## src/hw/serial_cfg_pkg.sv

```systemverilog
// Purpose: Shared constants for the three-wire serial master channel
// Assumes: Avalon-MM word addressing, 32-bit data, registers in the low bits
// Notes:   Byte address of a register is four times its word index
package serial_cfg_pkg;

  localparam int unsigned ADDR_W     = 3;
  localparam int unsigned DATA_W     = 32;

  // Register word indices
  localparam logic [2:0]  REG_DATA   = 3'h0;
  localparam logic [2:0]  REG_MODE   = 3'h1;
  localparam logic [2:0]  REG_DIV    = 3'h2;
  localparam logic [2:0]  REG_STAT   = 3'h3;
  localparam logic [2:0]  REG_TRIG   = 3'h4;

  // Mode register fields
  localparam int unsigned MODE_W     = 7;
  localparam int unsigned MODE_IRQ   = 0;
  localparam int unsigned MODE_RX    = 1;
  localparam int unsigned MODE_TX    = 2;
  localparam int unsigned MODE_LSB   = 3;
  localparam int unsigned MODE_LEN7  = 4;
  localparam int unsigned MODE_DAP   = 5;
  localparam int unsigned MODE_CKP   = 6;
  localparam logic [6:0]  MODE_RST   = 7'h06;

  // Divider register fields: half period = (div + 1) << prescale
  localparam int unsigned DIV_LSB    = 0;
  localparam int unsigned DIV_W      = 7;
  localparam int unsigned PRE_LSB    = 8;
  localparam int unsigned PRE_W      = 4;
  localparam logic [6:0]  DIV_RST    = 7'h00;
  localparam logic [3:0]  PRE_RST    = 4'h0;
  localparam int unsigned HALF_W     = 23;

  // Status register bits
  localparam int unsigned STAT_BFF   = 0;
  localparam int unsigned STAT_BUSY  = 1;
  localparam int unsigned STAT_OVF   = 2;
  localparam int unsigned STAT_EN    = 3;
  localparam int unsigned STAT_STOP  = 4;

  // Trigger register bits
  localparam int unsigned TRIG_START = 0;
  localparam int unsigned TRIG_STOP  = 1;
  localparam int unsigned TRIG_CLR   = 2;

  // Word lengths
  localparam logic [3:0]  LEN_7      = 4'h7;
  localparam logic [3:0]  LEN_8      = 4'h8;

  typedef enum logic [1:0] {
    ST_IDLE  = 2'h0,
    ST_LEAD  = 2'h1,
    ST_SHIFT = 2'h3
  } shift_state_e;

endpackage : serial_cfg_pkg

```

## src/hw/half_tick_if.sv

```systemverilog
// Purpose: Carries the half-period tick between divider and shifter
// Assumes: Both ends on ref_clk
// Notes:   run restarts the divider count from zero when it rises
interface half_tick_if;
  logic run;
  logic tick;
  modport src (input run, output tick);
  modport snk (output run, input tick);
endinterface : half_tick_if

```

## src/hw/sck_divider.sv

```systemverilog
// Purpose: Serial clock half-period tick generator
// Assumes: Divider settings are stable while a word shifts
// Notes:   Non-fast channels clamp the half period to two cycles
module sck_divider #(
  parameter int unsigned FAST_OK = 1
) (
  input  wire logic                                     ref_clk,
  input  wire logic                                     sys_rst,
  input  wire logic [serial_cfg_pkg::DIV_W-1:0]         div_val,
  input  wire logic [serial_cfg_pkg::PRE_W-1:0]         pre_val,
  half_tick_if.src                                      tk
);

  localparam int unsigned HW = serial_cfg_pkg::HALF_W;

  if (FAST_OK > 1) begin : g_bad_fast
    $error("FAST_OK must be 0 or 1");
  end

  logic [HW-1:0] cnt_q;
  logic          tick_q;
  logic [HW-1:0] limit;
  logic [HW-1:0] limit_eff;
  logic          wrap;

  assign limit     = HW'(({{(HW-serial_cfg_pkg::DIV_W){1'b0}}, div_val} + HW'(1)) << pre_val);
  // Only the fastest channel may run one cycle per half period
  assign limit_eff = (FAST_OK == 0 && limit < HW'(2)) ? HW'(2) : limit;
  assign wrap      = cnt_q >= limit_eff - HW'(1);
  assign tk.tick   = tick_q;

  always_ff @(posedge ref_clk) begin
    if (sys_rst || !tk.run) begin
      cnt_q  <= '0;
      tick_q <= 1'b0;
    end else begin
      cnt_q  <= wrap ? '0 : cnt_q + HW'(1);
      tick_q <= wrap;
    end
  end
endmodule : sck_divider

```

## src/hw/word_shifter.sv

```systemverilog
// Purpose: Shifts one 7- or 8-bit word out and in under a generated clock
// Assumes: Settings are stable while a word shifts
// Notes:   Normal clock idles high; data launches on the leading edge
module word_shifter (
  input  wire logic       ref_clk,
  input  wire logic       sys_rst,
  half_tick_if.snk        tk,
  input  wire logic       start,
  input  wire logic [7:0] tx_word,
  input  wire logic       tx_en,
  input  wire logic       len7,
  input  wire logic       lsb_first,
  input  wire logic       dap,
  input  wire logic       cpol,
  input  wire logic       sin,
  output logic            busy,
  output logic            done,
  output logic [7:0]      rx_word,
  output logic            sclk,
  output logic            sout
);

  serial_cfg_pkg::shift_state_e state_q;
  logic [4:0] hcnt_q;
  logic       sclk_q;
  logic       sout_q;
  logic       done_q;
  logic [7:0] word_q;
  logic [7:0] rx_q;

  logic [3:0] nbits;
  logic [4:0] last_h;
  logic [3:0] k;
  logic [2:0] idx_cur;
  logic [2:0] idx_nxt;
  logic [2:0] idx_first;
  logic       lead_edge;
  logic       trail_edge;
  logic       is_last;

  function automatic logic [2:0] bit_idx(input logic [3:0] b, input logic lsb, input logic [3:0] n);
    bit_idx = lsb ? b[2:0] : 3'(n - 4'h1 - b);
  endfunction : bit_idx

  assign nbits      = len7 ? serial_cfg_pkg::LEN_7 : serial_cfg_pkg::LEN_8;
  assign last_h     = {nbits, 1'b0} - 5'h01;
  assign k          = hcnt_q[4:1];
  assign idx_cur    = bit_idx(k, lsb_first, nbits);
  assign idx_nxt    = bit_idx(k + 4'h1, lsb_first, nbits);
  assign idx_first  = bit_idx(4'h0, lsb_first, nbits);
  assign lead_edge  = state_q == serial_cfg_pkg::ST_SHIFT && tk.tick && !hcnt_q[0];
  assign trail_edge = state_q == serial_cfg_pkg::ST_SHIFT && tk.tick && hcnt_q[0];
  assign is_last    = hcnt_q == last_h;

  assign tk.run  = state_q != serial_cfg_pkg::ST_IDLE;
  assign busy    = state_q != serial_cfg_pkg::ST_IDLE;
  assign done    = done_q;
  assign rx_word = rx_q;
  assign sclk    = sclk_q;
  assign sout    = sout_q;

  always_ff @(posedge ref_clk) begin
    if (sys_rst) begin
      state_q <= serial_cfg_pkg::ST_IDLE;
      hcnt_q  <= 5'h00;
      sclk_q  <= 1'b1;
      sout_q  <= 1'b1;
      done_q  <= 1'b0;
      word_q  <= 8'h00;
      rx_q    <= 8'h00;
    end else begin
      done_q <= 1'b0;
      case (state_q)
        serial_cfg_pkg::ST_IDLE: begin
          sclk_q <= !cpol;
          hcnt_q <= 5'h00;
          if (start) begin
            word_q  <= tx_word;
            rx_q    <= 8'h00;
            state_q <= dap ? serial_cfg_pkg::ST_LEAD : serial_cfg_pkg::ST_SHIFT;
            if (dap) begin
              // First bit a whole clock (two half periods) ahead of the first clock edge
              sout_q <= tx_en ? tx_word[idx_first] : 1'b1;
            end
          end
        end
        serial_cfg_pkg::ST_LEAD: begin
          if (tk.tick) begin
            state_q <= serial_cfg_pkg::ST_SHIFT;
          end
        end
        serial_cfg_pkg::ST_SHIFT: begin
          if (tk.tick) begin
            sclk_q <= !sclk_q;
            hcnt_q <= hcnt_q + 5'h01;
          end
          if (lead_edge) begin
            if (!dap) begin
              sout_q <= tx_en ? word_q[idx_cur] : 1'b1;
            end else begin
              rx_q[idx_cur] <= sin;
            end
          end
          if (trail_edge) begin
            if (!dap) begin
              rx_q[idx_cur] <= sin;
            end else if (!is_last) begin
              sout_q <= tx_en ? word_q[idx_nxt] : 1'b1;
            end
            if (is_last) begin
              state_q <= serial_cfg_pkg::ST_IDLE;
              done_q  <= 1'b1;
            end
          end
        end
        default: begin
          state_q <= serial_cfg_pkg::ST_IDLE;
        end
      endcase
    end
  end
endmodule : word_shifter

```

## src/hw/three_wire_serial_master.sv

```systemverilog
// Purpose: Three-wire clocked serial master channel with Avalon-MM registers
// Assumes: ref_clk 200 MHz, sys_rst synchronous active high
// Notes:   Reception-only use still starts each word by a data write
//
// Function
// Transmit: drive clock and data out
// Receive: drive clock, sample data in
// Word length seven or eight bits
// Fastest clock fclk/2 here, else fclk/4
// Slowest clock fclk/(2*2^15*128)
// Output early half clock when phase set
// Input capture early half clock likewise
// Polarity bit inverts serial clock
// MSB or LSB first selectable
// Interrupt: transfer end or buffer empty
// Only overrun flagged, receive only
// Write while full overwrites held data
// Interrupt source changeable while running
// Data write starts a transfer
// Software masks interrupt, then stops
// After clock removal, software reinitialises
// Stop trigger clears when disabled
// Start trigger sets enable status
// Buffer empty fires on load to shifter
// Overrun sticky until flag clear trigger
//
// Local design decisions: the register addresses and register access over Avalon-MM.
module three_wire_serial_master #(
  parameter int unsigned UNIT0_CH0 = 1
) (
  input  wire logic                                 ref_clk,
  input  wire logic                                 sys_rst,
  input  wire logic [serial_cfg_pkg::ADDR_W-1:0]    address,
  input  wire logic                                 read,
  input  wire logic                                 write,
  input  wire logic [serial_cfg_pkg::DATA_W-1:0]    writedata,
  input  wire logic [3:0]                           byteenable,
  output logic      [serial_cfg_pkg::DATA_W-1:0]    readdata,
  output logic                                      waitrequest,
  output logic                                      channel_irq,
  output logic                                      serial_clock_pin,
  output logic                                      serial_out_pin,
  input  wire logic                                 serial_in_pin
);

  if (UNIT0_CH0 > 1) begin : g_bad_unit
    $error("UNIT0_CH0 must be 0 or 1");
  end

  localparam logic [serial_cfg_pkg::DATA_W-1:0] DATA_W_ZERO = 32'h00000000;

  // Bus slave state
  logic                               waitrequest_q;
  logic [serial_cfg_pkg::DATA_W-1:0]  readdata_q;

  // Channel registers
  logic [serial_cfg_pkg::MODE_W-1:0]  mode_q;
  logic [serial_cfg_pkg::DIV_W-1:0]   div_q;
  logic [serial_cfg_pkg::PRE_W-1:0]   pre_q;
  logic [7:0]                         data_q;
  logic [7:0]                         rx_buf_q;
  logic                               bff_q;
  logic                               rx_full_q;
  logic                               ovf_q;
  logic                               en_q;
  logic                               stop_q;
  logic                               channel_irq_q;
  logic                               sin_meta_q;
  logic                               sin_sync_q;

  // Decode
  logic        req;
  logic        wr_acc;
  logic        rd_acc;
  logic        wr_data;
  logic        wr_mode;
  logic        wr_div_lo;
  logic        wr_div_hi;
  logic        wr_trig;
  logic        trig_start;
  logic        trig_stop;
  logic        trig_clr;
  logic        rd_data;
  logic        start;
  logic        busy;
  logic        done;
  logic [7:0]  rx_word;
  logic        irq_src;
  logic        rx_en;
  logic        ovf_set;
  logic [serial_cfg_pkg::DATA_W-1:0] rd_mux;
  logic [serial_cfg_pkg::DATA_W-1:0] stat_word;

  assign req        = read || write;
  assign wr_acc     = write && !waitrequest_q;
  // Read side effects land with the data capture, so no word slips in between
  assign rd_acc     = read && waitrequest_q;
  assign wr_data    = wr_acc && address == serial_cfg_pkg::REG_DATA && byteenable[0];
  assign wr_mode    = wr_acc && address == serial_cfg_pkg::REG_MODE && byteenable[0];
  assign wr_div_lo  = wr_acc && address == serial_cfg_pkg::REG_DIV && byteenable[0];
  assign wr_div_hi  = wr_acc && address == serial_cfg_pkg::REG_DIV && byteenable[1];
  assign wr_trig    = wr_acc && address == serial_cfg_pkg::REG_TRIG && byteenable[0];
  assign trig_start = wr_trig && writedata[serial_cfg_pkg::TRIG_START];
  assign trig_stop  = wr_trig && writedata[serial_cfg_pkg::TRIG_STOP];
  assign trig_clr   = wr_trig && writedata[serial_cfg_pkg::TRIG_CLR];
  assign rd_data    = rd_acc && address == serial_cfg_pkg::REG_DATA;

  assign irq_src    = mode_q[serial_cfg_pkg::MODE_IRQ];
  assign rx_en      = mode_q[serial_cfg_pkg::MODE_RX];
  // A held word goes out once enabled, the shifter is free and no stop is pending
  assign start      = en_q && bff_q && !busy && !stop_q;
  // A finished word lands on an unread one
  assign ovf_set    = done && rx_en && rx_full_q && !rd_data;

  assign stat_word  = DATA_W_ZERO | {
                        27'h0,
                        stop_q,
                        en_q,
                        ovf_q,
                        busy,
                        bff_q};

  always_comb begin
    case (address)
      serial_cfg_pkg::REG_DATA: rd_mux = {24'h000000, rx_buf_q};
      serial_cfg_pkg::REG_MODE: rd_mux = {25'h0, mode_q};
      serial_cfg_pkg::REG_DIV:  rd_mux = {20'h00000, pre_q, 1'b0, div_q};
      serial_cfg_pkg::REG_STAT: rd_mux = stat_word;
      default:                  rd_mux = DATA_W_ZERO;
    endcase
  end

  assign readdata         = readdata_q;
  assign waitrequest      = waitrequest_q;
  assign channel_irq      = channel_irq_q;

  // Every access waits exactly one cycle
  always_ff @(posedge ref_clk) begin
    if (sys_rst) begin
      waitrequest_q <= 1'b1;
      readdata_q    <= DATA_W_ZERO;
    end else begin
      waitrequest_q <= !(req && waitrequest_q);
      if (rd_acc) begin
        readdata_q <= rd_mux;
      end
    end
  end

  always_ff @(posedge ref_clk) begin
    if (sys_rst) begin
      sin_meta_q <= 1'b1;
      sin_sync_q <= 1'b1;
    end else begin
      sin_meta_q <= serial_in_pin;
      sin_sync_q <= sin_meta_q;
    end
  end

  always_ff @(posedge ref_clk) begin
    if (sys_rst) begin
      mode_q <= serial_cfg_pkg::MODE_RST;
      div_q  <= serial_cfg_pkg::DIV_RST;
      pre_q  <= serial_cfg_pkg::PRE_RST;
    end else begin
      if (wr_mode) begin
        mode_q <= writedata[serial_cfg_pkg::MODE_W-1:0];
      end
      if (wr_div_lo) begin
        div_q <= writedata[serial_cfg_pkg::DIV_LSB +: serial_cfg_pkg::DIV_W];
      end
      if (wr_div_hi) begin
        pre_q <= writedata[serial_cfg_pkg::PRE_LSB +: serial_cfg_pkg::PRE_W];
      end
    end
  end

  always_ff @(posedge ref_clk) begin
    if (sys_rst) begin
      data_q <= 8'h00;
      bff_q  <= 1'b0;
    end else begin
      if (wr_data) begin
        data_q <= writedata[7:0];
      end
      bff_q <= wr_data || (bff_q && !start);
    end
  end

  always_ff @(posedge ref_clk) begin
    if (sys_rst) begin
      en_q   <= 1'b0;
      stop_q <= 1'b0;
    end else begin
      if (trig_start) begin
        en_q <= 1'b1;
      end else if (stop_q && !busy) begin
        en_q <= 1'b0;
      end
      stop_q <= en_q && (stop_q || trig_stop);
    end
  end

  always_ff @(posedge ref_clk) begin
    if (sys_rst) begin
      rx_buf_q  <= 8'h00;
      rx_full_q <= 1'b0;
      ovf_q     <= 1'b0;
    end else begin
      if (done && rx_en) begin
        rx_buf_q <= rx_word;
      end
      rx_full_q <= (done && rx_en) || (rx_full_q && !rd_data);
      ovf_q     <= ovf_set || (ovf_q && !trig_clr);
    end
  end

  always_ff @(posedge ref_clk) begin
    if (sys_rst) begin
      channel_irq_q <= 1'b0;
    end else begin
      // Source bit is read live, so a late change still applies
      channel_irq_q <= (done && !irq_src) || (start && irq_src);
    end
  end

  half_tick_if tick_link ();

  sck_divider #(
    .FAST_OK (UNIT0_CH0)
  ) u_divider (
    .ref_clk (ref_clk),
    .sys_rst (sys_rst),
    .div_val (div_q),
    .pre_val (pre_q),
    .tk      (tick_link)
  );

  word_shifter u_shifter (
    .ref_clk   (ref_clk),
    .sys_rst   (sys_rst),
    .tk        (tick_link),
    .start     (start),
    .tx_word   (data_q),
    .tx_en     (mode_q[serial_cfg_pkg::MODE_TX]),
    .len7      (mode_q[serial_cfg_pkg::MODE_LEN7]),
    .lsb_first (mode_q[serial_cfg_pkg::MODE_LSB]),
    .dap       (mode_q[serial_cfg_pkg::MODE_DAP]),
    .cpol      (mode_q[serial_cfg_pkg::MODE_CKP]),
    .sin       (sin_sync_q),
    .busy      (busy),
    .done      (done),
    .rx_word   (rx_word),
    .sclk      (serial_clock_pin),
    .sout      (serial_out_pin)
  );
endmodule : three_wire_serial_master

```

## config.mk

```make
export PLATFORM = sky130hd
export DESIGN_NAME = three_wire_serial_master
export DESIGN_NICKNAME = d
export VERILOG_FILES = /design/src/hw/serial_cfg_pkg.sv /design/src/hw/half_tick_if.sv /design/src/hw/sck_divider.sv /design/src/hw/word_shifter.sv /design/src/hw/three_wire_serial_master.sv
export SDC_FILE = /design/constraint.sdc
export NUM_CORES = 1
export LEC_CHECK = 0
export ABC_AREA = 1
export BUFFER_PORTS_ARGS = -buffer_cell sky130_fd_sc_hd__clkbuf_2
export CAP_MARGIN = 20
export CORE_MARGIN = 5
export CORE_UTILIZATION = 59
export DETAILED_ROUTE_END_ITERATION = 8
export GPL_TIMING_DRIVEN = 0
export PLACE_DENSITY = 0.88
export RECOVER_POWER = 25
export SETUP_SLACK_MARGIN = 0.3
export SKIP_CTS_REPAIR_TIMING = 1
export SYNTH_ARGS = -nofsm -noshare
export SYNTH_HDL_FRONTEND = slang
export SYNTH_SLANG_ARGS = --single-unit
```

## constraint.sdc

```tcl
create_clock -name ref_clk -period 5 [get_ports ref_clk]
set_clock_uncertainty 0.2 [all_clocks]
set_input_delay 1 -clock ref_clk [delete_from_list [all_inputs] [get_ports ref_clk]]
set_output_delay 1 -clock ref_clk [all_outputs]
set_load 0.02 [all_outputs]
```

## Word-level counts from Yosys, hierarchy flattened

Index checks and enable logic that the tools add are counted.

- Word-level logic and storage cells: 164
- Input bits: 44
- Bits in registers: 125
- Output and inout port bits: 36

- Reduce and logical (&&, ||, !) cells: 63
- Add/sub/neg operators: 9
- Order comparisons: 5
- Bitwise gates (word level): 2
- Shifts and indexed selects: 1
- Eq/ne operators: 13
- Mux-type cells: 47

Operators by type and width:

| cell | count |
|---|---|
| 8-bit two-way mux | 7 |
| 12-bit one-hot mux with 4 select lines | 1 |
| 1-bit logical AND | 33 |
| 23-bit by 1-bit adder with 23-bit output (second input constant) | 1 |
| 23-bit >= comparator | 1 |
| 23-bit by 4-bit << shifter with 23-bit output | 1 |
| 23-bit by 1-bit subtractor with 23-bit output (second input constant) | 1 |
| 1-bit two-way mux | 18 |
| 8-bit bitwise mux | 2 |
| 8-bit one-hot mux with 2 select lines | 1 |
| 3-bit by 4-bit < comparator with 1-bit output (second input constant) | 3 |
| 1-bit logical NOT | 11 |
| 2-bit two-way mux | 5 |
| 5-bit one-hot mux with 2 select lines | 1 |
| 1-bit binary-select mux with 3-bit select | 3 |
| 3-bit two-way mux | 3 |
| 7-bit by 1-bit adder with 8-bit output (second input constant) | 1 |
| 2-bit inequality test (second input constant) | 4 |
| 1-bit logical OR | 7 |
| 3-bit by 2-bit equality test with 1-bit output (second input constant) | 2 |
| 2-bit one-hot mux with 3 select lines | 1 |
| 2-bit AND reduction | 3 |
| 2-bit nonzero test | 3 |
| 3-bit subtractor | 2 |
| other kinds (22) | 25 |

## Logic depth before layout (Yosys ltp)

- Word-level depth: 17
- Gate-level depth with buffers: 29
- Gate-level depth less buffers: 28

## Hierarchy

From an unflattened synthesis, not the netlist that was laid out.

- Cells, all modules: 1071
- Area total of the unflattened synthesis: 7238.2 um^2

By module, submodules not included:

| module | area an instance (um^2) | cells each | instances |
|---|---|---|---|
| sck_divider | 3230.6 | 504 | 1 |
| three_wire_serial_master | 2327.2 | 315 | 1 |
| word_shifter | 1680.4 | 252 | 1 |

## Worst setup path before layout

OpenSTA, ideal clock, no wires.

- Path type: reg2reg
- From: reg div_q[0] (netlist name)
- To: reg u_divider.cnt_q[10]
- Path slack: 1162 ps
- Data arrival time: 3572 ps
- Buffers on the path: 1
- Cell stages (with the launch flop): 26
- Clock period less this slack: 3838 ps
- Data required time: 4734 ps
- Cells stage by stage: dfxtp_1 > ha_1 > o21ai_2 > nor3_1 > nand2_1 > ha_1 > nand2_1 > inv_2 > nand2_1 > clkinv_1 > nand2_1 > nor2_2 > nand3_1 > nor2_4 > nand2_2 > xnor2_1 > ha_1 > nand2_1 > inv_1 > o21ai_0 > a21oi_1 > a2111oi_0 > nand4_1 > nand3b_1 > clkbuf_1 > nor2_1

- Word-level cells in the longest chain between the ends: 5

Ends and longest elaborated chain:

| item | RTL line | source |
|---|---|---|
| start: declaration | three_wire_serial_master.sv:58 | `logic [serial_cfg_pkg::DIV_W-1:0] div_q;` |
| start signal: assignment | three_wire_serial_master.sv:163 | `div_q <= serial_cfg_pkg::DIV_RST;` |
| start signal: assignment | three_wire_serial_master.sv:170 | `div_q <= writedata[serial_cfg_pkg::DIV_LSB +: serial_cfg_pkg::DIV_W];` |
| 7-bit by 1-bit adder with 8-bit output | sck_divider.sv:26 | `assign limit = HW'(({{(HW-serial_cfg_pkg::DIV_W){1'b0}}, div_val} + HW'(1)) << pre_val);` |
| 23-bit by 4-bit << shifter with 23-bit output | sck_divider.sv:26 |  |
| 23-bit by 1-bit subtractor with 23-bit output | sck_divider.sv:29 | `assign wrap = cnt_q >= limit_eff - HW'(1);` |
| 23-bit >= comparator | sck_divider.sv:29 |  |
| 2-bit OR reduction (no source line) | n/a |  |
| end signal: assignment | sck_divider.sv:37 | `cnt_q <= wrap ? '0 : cnt_q + HW'(1);` |
| end: declaration | sck_divider.sv:20 | `logic [HW-1:0] cnt_q;` |

Every way passes these cells.
A chain may end at the register's enable or synchronous reset.

## Final worst setup path

- From: reg div_q[0] (netlist name)
- To: reg u_divider.cnt_q[9]

The elaborated chain is that of the path after synthesis.

==> results.py <==
metrics = {
    "clock_network": {
        "max-clock-path-buffers": 2,
        "clk_pin_slew_ps": 80,
        "htreeDepth": 3,
        "clk_latency_ps": 360,
        "cts_tree": "yes",
        "numCtsBuffers": 9,
        "clkSinkCount": 105,
        "cts_root_buffer": "clkbuf_16",
    },
    "synthesis": {
        "avgSynthCellArea_um2": 6.99,
        "syn_area_mm2": 0.00667,
        "synth_warnings": 0,
        "synth_flop_cell": "dfxtp_1",
        "synth_edf_count": 0,
        "synth-async-reset-ratio": 0,
        "ys_seq_elements": 105,
        "yosys.cell_types.count": 49,
        "synth_cells": 954,
        "yosysSeqAreaShare": 0.315,
    },
    "worst_setup_path": {
        "cp.required_ps": 5090,
        "critical_path.startpoint": "div_q[0]$_SDFFE_PP0P_",
        "r2r_slack_ps": 710,
        "r2r_start": "div_q[0]$_SDFFE_PP0P_",
        "arrival_ps": 4380,
        "reg2regPathDepth": 25,
        "end_kind": "flop",
        "worstPathMaxFanout": 10,
        "worst_setup_path_start_kind": "flop",
        "worstSetupPathType": "flop to flop",
        "r2r-end": "u_divider.cnt_q[9]$_SDFF_PP0_",
    },
    "sta": {
        "fin_crit_sh": 0.859,
        "fmax_ghz": 0.233,
        "finalSetupViolCount": 0,
        "relSlewSlack": 0.456,
        "setup_tns_ps": 0,
        "tightestPinTransition_ps": 810,
        "worst_slack_ps": 706,
        "maxSlewViolCount": 0,
        "period_needed_ps": 4290,
        "hold_violations": 0,
        "rsz0062_at_grt": "false",
    },
    "pwr": {
        "powerDensity_mw_per_mm2": 237,
        "p_total_mw": 1.76,
        "ir_worst_vdd_mv": 0.245,
        "p_leak_nw": 3.21,
    },
    "global_routing": {
        "grt_pass1_wl_um": 27800,
        "grt.overflow.total": 0,
        "grt_max_degree": 20,
        "grt_pass1_vias": 5933,
        "grtUsageTotal": 0.254,
        "antenna_found_initial": 0,
    },
    "status": {
        "outcome": "complete, no violations",
    },
    "hold_path": {
        "min_from": "sin_meta_q$_SDFF_PP1_",
        "min_path_cells": 1,
        "min_to": "sin_sync_q$_SDFF_PP1_",
        "hold_class": "flop to flop",
    },
    "routing": {
        "routed_wl_um": 16700,
        "vias": 6675,
        "drcViolationCount": 0,
        "vias_per_cell": 5.71,
        "dr.pass1.iters": 6,
        "avgRoutedWirePerCell_um": 14.3,
        "drt_iter0_drc": 655,
        "antenna_left": 0,
    },
    "finish": {
        "drive_gt1_frac": 0.132,
        "final_nets": 1099,
        "fill_cells": 921,
        "insertedDiodeCount": 0,
        "areaGrowthSynthToFinish_pct": 11.3,
        "finalInstanceArea_mm2": 0.00743,
    },
    "floorplanning": {
        "initial_core_util": 0.607,
        "rows": 38,
        "io_pins": 80,
        "coreArea_mm2": 0.0110,
        "dieHeight_um": 116,
        "fp.dieW_um": 116,
        "die_area_mm2": 0.0135,
    },
    "placed_design": {
        "gp_congestion": 0.983,
        "port_buffers": 37,
        "post_dp_cell_area_mm2": 0.00710,
        "preCtsSetupSlack_ps": 244,
        "hpwl_um": 12800,
    },
    "job": {
        "maxCapViolCount": 0,
    },
}
-- final cells by class --
type                       count  area, um^2  area share
clock buffer                   9         225      0.0303
multi-input combinational    714        3980       0.536
sequential                   105        2100       0.283
inverter                     107         402      0.0541
buffer                        47         272      0.0366
clock inverter                 7        85.1      0.0115
timing repair buffer          39         183      0.0246
tap                          140         175      0.0236
-- cells in the mapped netlist (3+ instances only) --
| cell | count | share of area |
|---|---|---|
| buf_4 | 20 | 0.023 |
| a211oi_1 | 4 | 0.0045 |
| nand3b_1 | 6 | 0.0068 |
| o22ai_1 | 4 | 0.0038 |
| xor2_1 | 22 | 0.029 |
| dfxtp_1 | 105 | 0.32 |
| a21oi_1 | 77 | 0.058 |
| nand4_1 | 17 | 0.016 |
| o211ai_1 | 6 | 0.0068 |
| nor2_4 | 5 | 0.0084 |
| o21ai_0 | 77 | 0.058 |
| nor4_4 | 3 | 0.0096 |
| nand2_1 | 167 | 0.094 |
| nand3_1 | 69 | 0.052 |
| clkbuf_1 | 16 | 0.0090 |
| nor4_1 | 4 | 0.0038 |
| clkinv_1 | 4 | 0.0022 |
| nor2_2 | 4 | 0.0038 |
| nand3_2 | 20 | 0.030 |
| ha_1 | 32 | 0.060 |
| nor2_1 | 108 | 0.061 |
| xnor2_1 | 15 | 0.020 |
| inv_2 | 9 | 0.0051 |
| o311ai_0 | 3 | 0.0039 |
| nor3_1 | 16 | 0.012 |
| nand2_2 | 9 | 0.0084 |
| buf_2 | 8 | 0.0060 |
| inv_1 | 94 | 0.053 |
-- worst max-delay path, stage by stage (launching register included) --
cell	delay (ps)
dfxtp_2	370
ha_1	330
o21ai_2	210
nor3_2	90
nand2_1	120
ha_1	170
nand2_1	70
inv_2	70
nand2_1	50
clkinv_1	90
nand2_1	70
nor2_2	160
nand3_1	140
nor2_4	180
nand2_2	80
xnor2_1	240
ha_1	310
nand2_1	80
inv_1	40
o21ai_0	70
a21oi_1	90
a2111oi_2	240
nand4_1	170
nand3b_1	230
clkbuf_2	220
nor2_1	120
-- registers in the layout, summed over array words and instances, names as in the netlist, 7 cells and up --
signal,count
u_divider.cnt_q,23
u_shifter.word_q,8
div_q,7
data_q,8
readdata,12
u_shifter.rx_word,8
rx_buf_q,8
mode_q,7
-- placed cells by master, fill, tap and decap left out, types with 5 or more instances in the layout --
cell type and n:
nand2_1 167, nand4_1 17, nand3_2 20, buf_4 22, clkbuf_1 28, clkbuf_2 24, ha_1 32, o21ai_0 77
conb_1 20, nand2_2 9, clkbuf_16 9, nand3b_1 6, nor2_1 108, inv_1 94, nor3_1 15, buf_2 9
dfxtp_1 104, nand3_1 69, inv_2 9, nor2_4 5, a21oi_1 77, xnor2_1 15, xor2_1 22, o211ai_1 6
-- power breakdown --
part	internal [mW]	switching, mW	total [mW]
combinational	0.0633	0.108	0.172
clock	0.396	0.344	0.740
sequential	0.841	0.00423	0.846
total	1.30	0.456	1.76
-- routing by layer --
metal,wire length (um),vias up,share of wire,track usage
met3,1400,40,0.084,0.0554
met5,0,-,0,0
li1,-,3295,-,-
met2,7570,304,0.45,0.408
met4,306,0,0.018,0.0611
met1,7450,3036,0.45,0.350
-- cell families (layout without fill, tap and decap cells) --
kind of cell / count (synthesis) / after routing / share of synthesized area
buf+inv: 154 / 209 / 0.101
fa+ha+maj: 32 / 32 / 0.0600
compound gates: 188 / 188 / 0.155
simple gates: 437 / 437 / 0.320
xor+xnor: 37 / 37 / 0.0486
other cells: 1 / 20 / 0.000562
flops: 105 / 105 / 0.315
-- how the worst max path moves through the flow --
stage                                     end  slack [ps]  depth (start not counted)
5_1_grt         u_divider.cnt_q[4]$_SDFF_PP0_         310                         25
2_1_floorplan  u_divider.cnt_q[10]$_SDFF_PP0_        1160                         25
6_report        u_divider.cnt_q[9]$_SDFF_PP0_         710                         25
4_1_cts        u_divider.cnt_q[16]$_SDFF_PP0_         220                         25
3_3_place_gp   u_divider.cnt_q[22]$_SDFF_PP0_         370                         25
3_5_place_dp   u_divider.cnt_q[15]$_SDFF_PP0_         240                         25
-- per-stage QoR --
step | hold slack [ps] | utilization | cells
floorplan | 189 | - | 973
global placement | 191 | 0.647 | 1150
global route | 258 | 0.676 | 1168
CTS | 220 | 0.675 | 1166
detailed placement | 202 | 0.647 | 1150
finish | 217 | 0.676 | 1168
(Power assumes the default switching activity.)
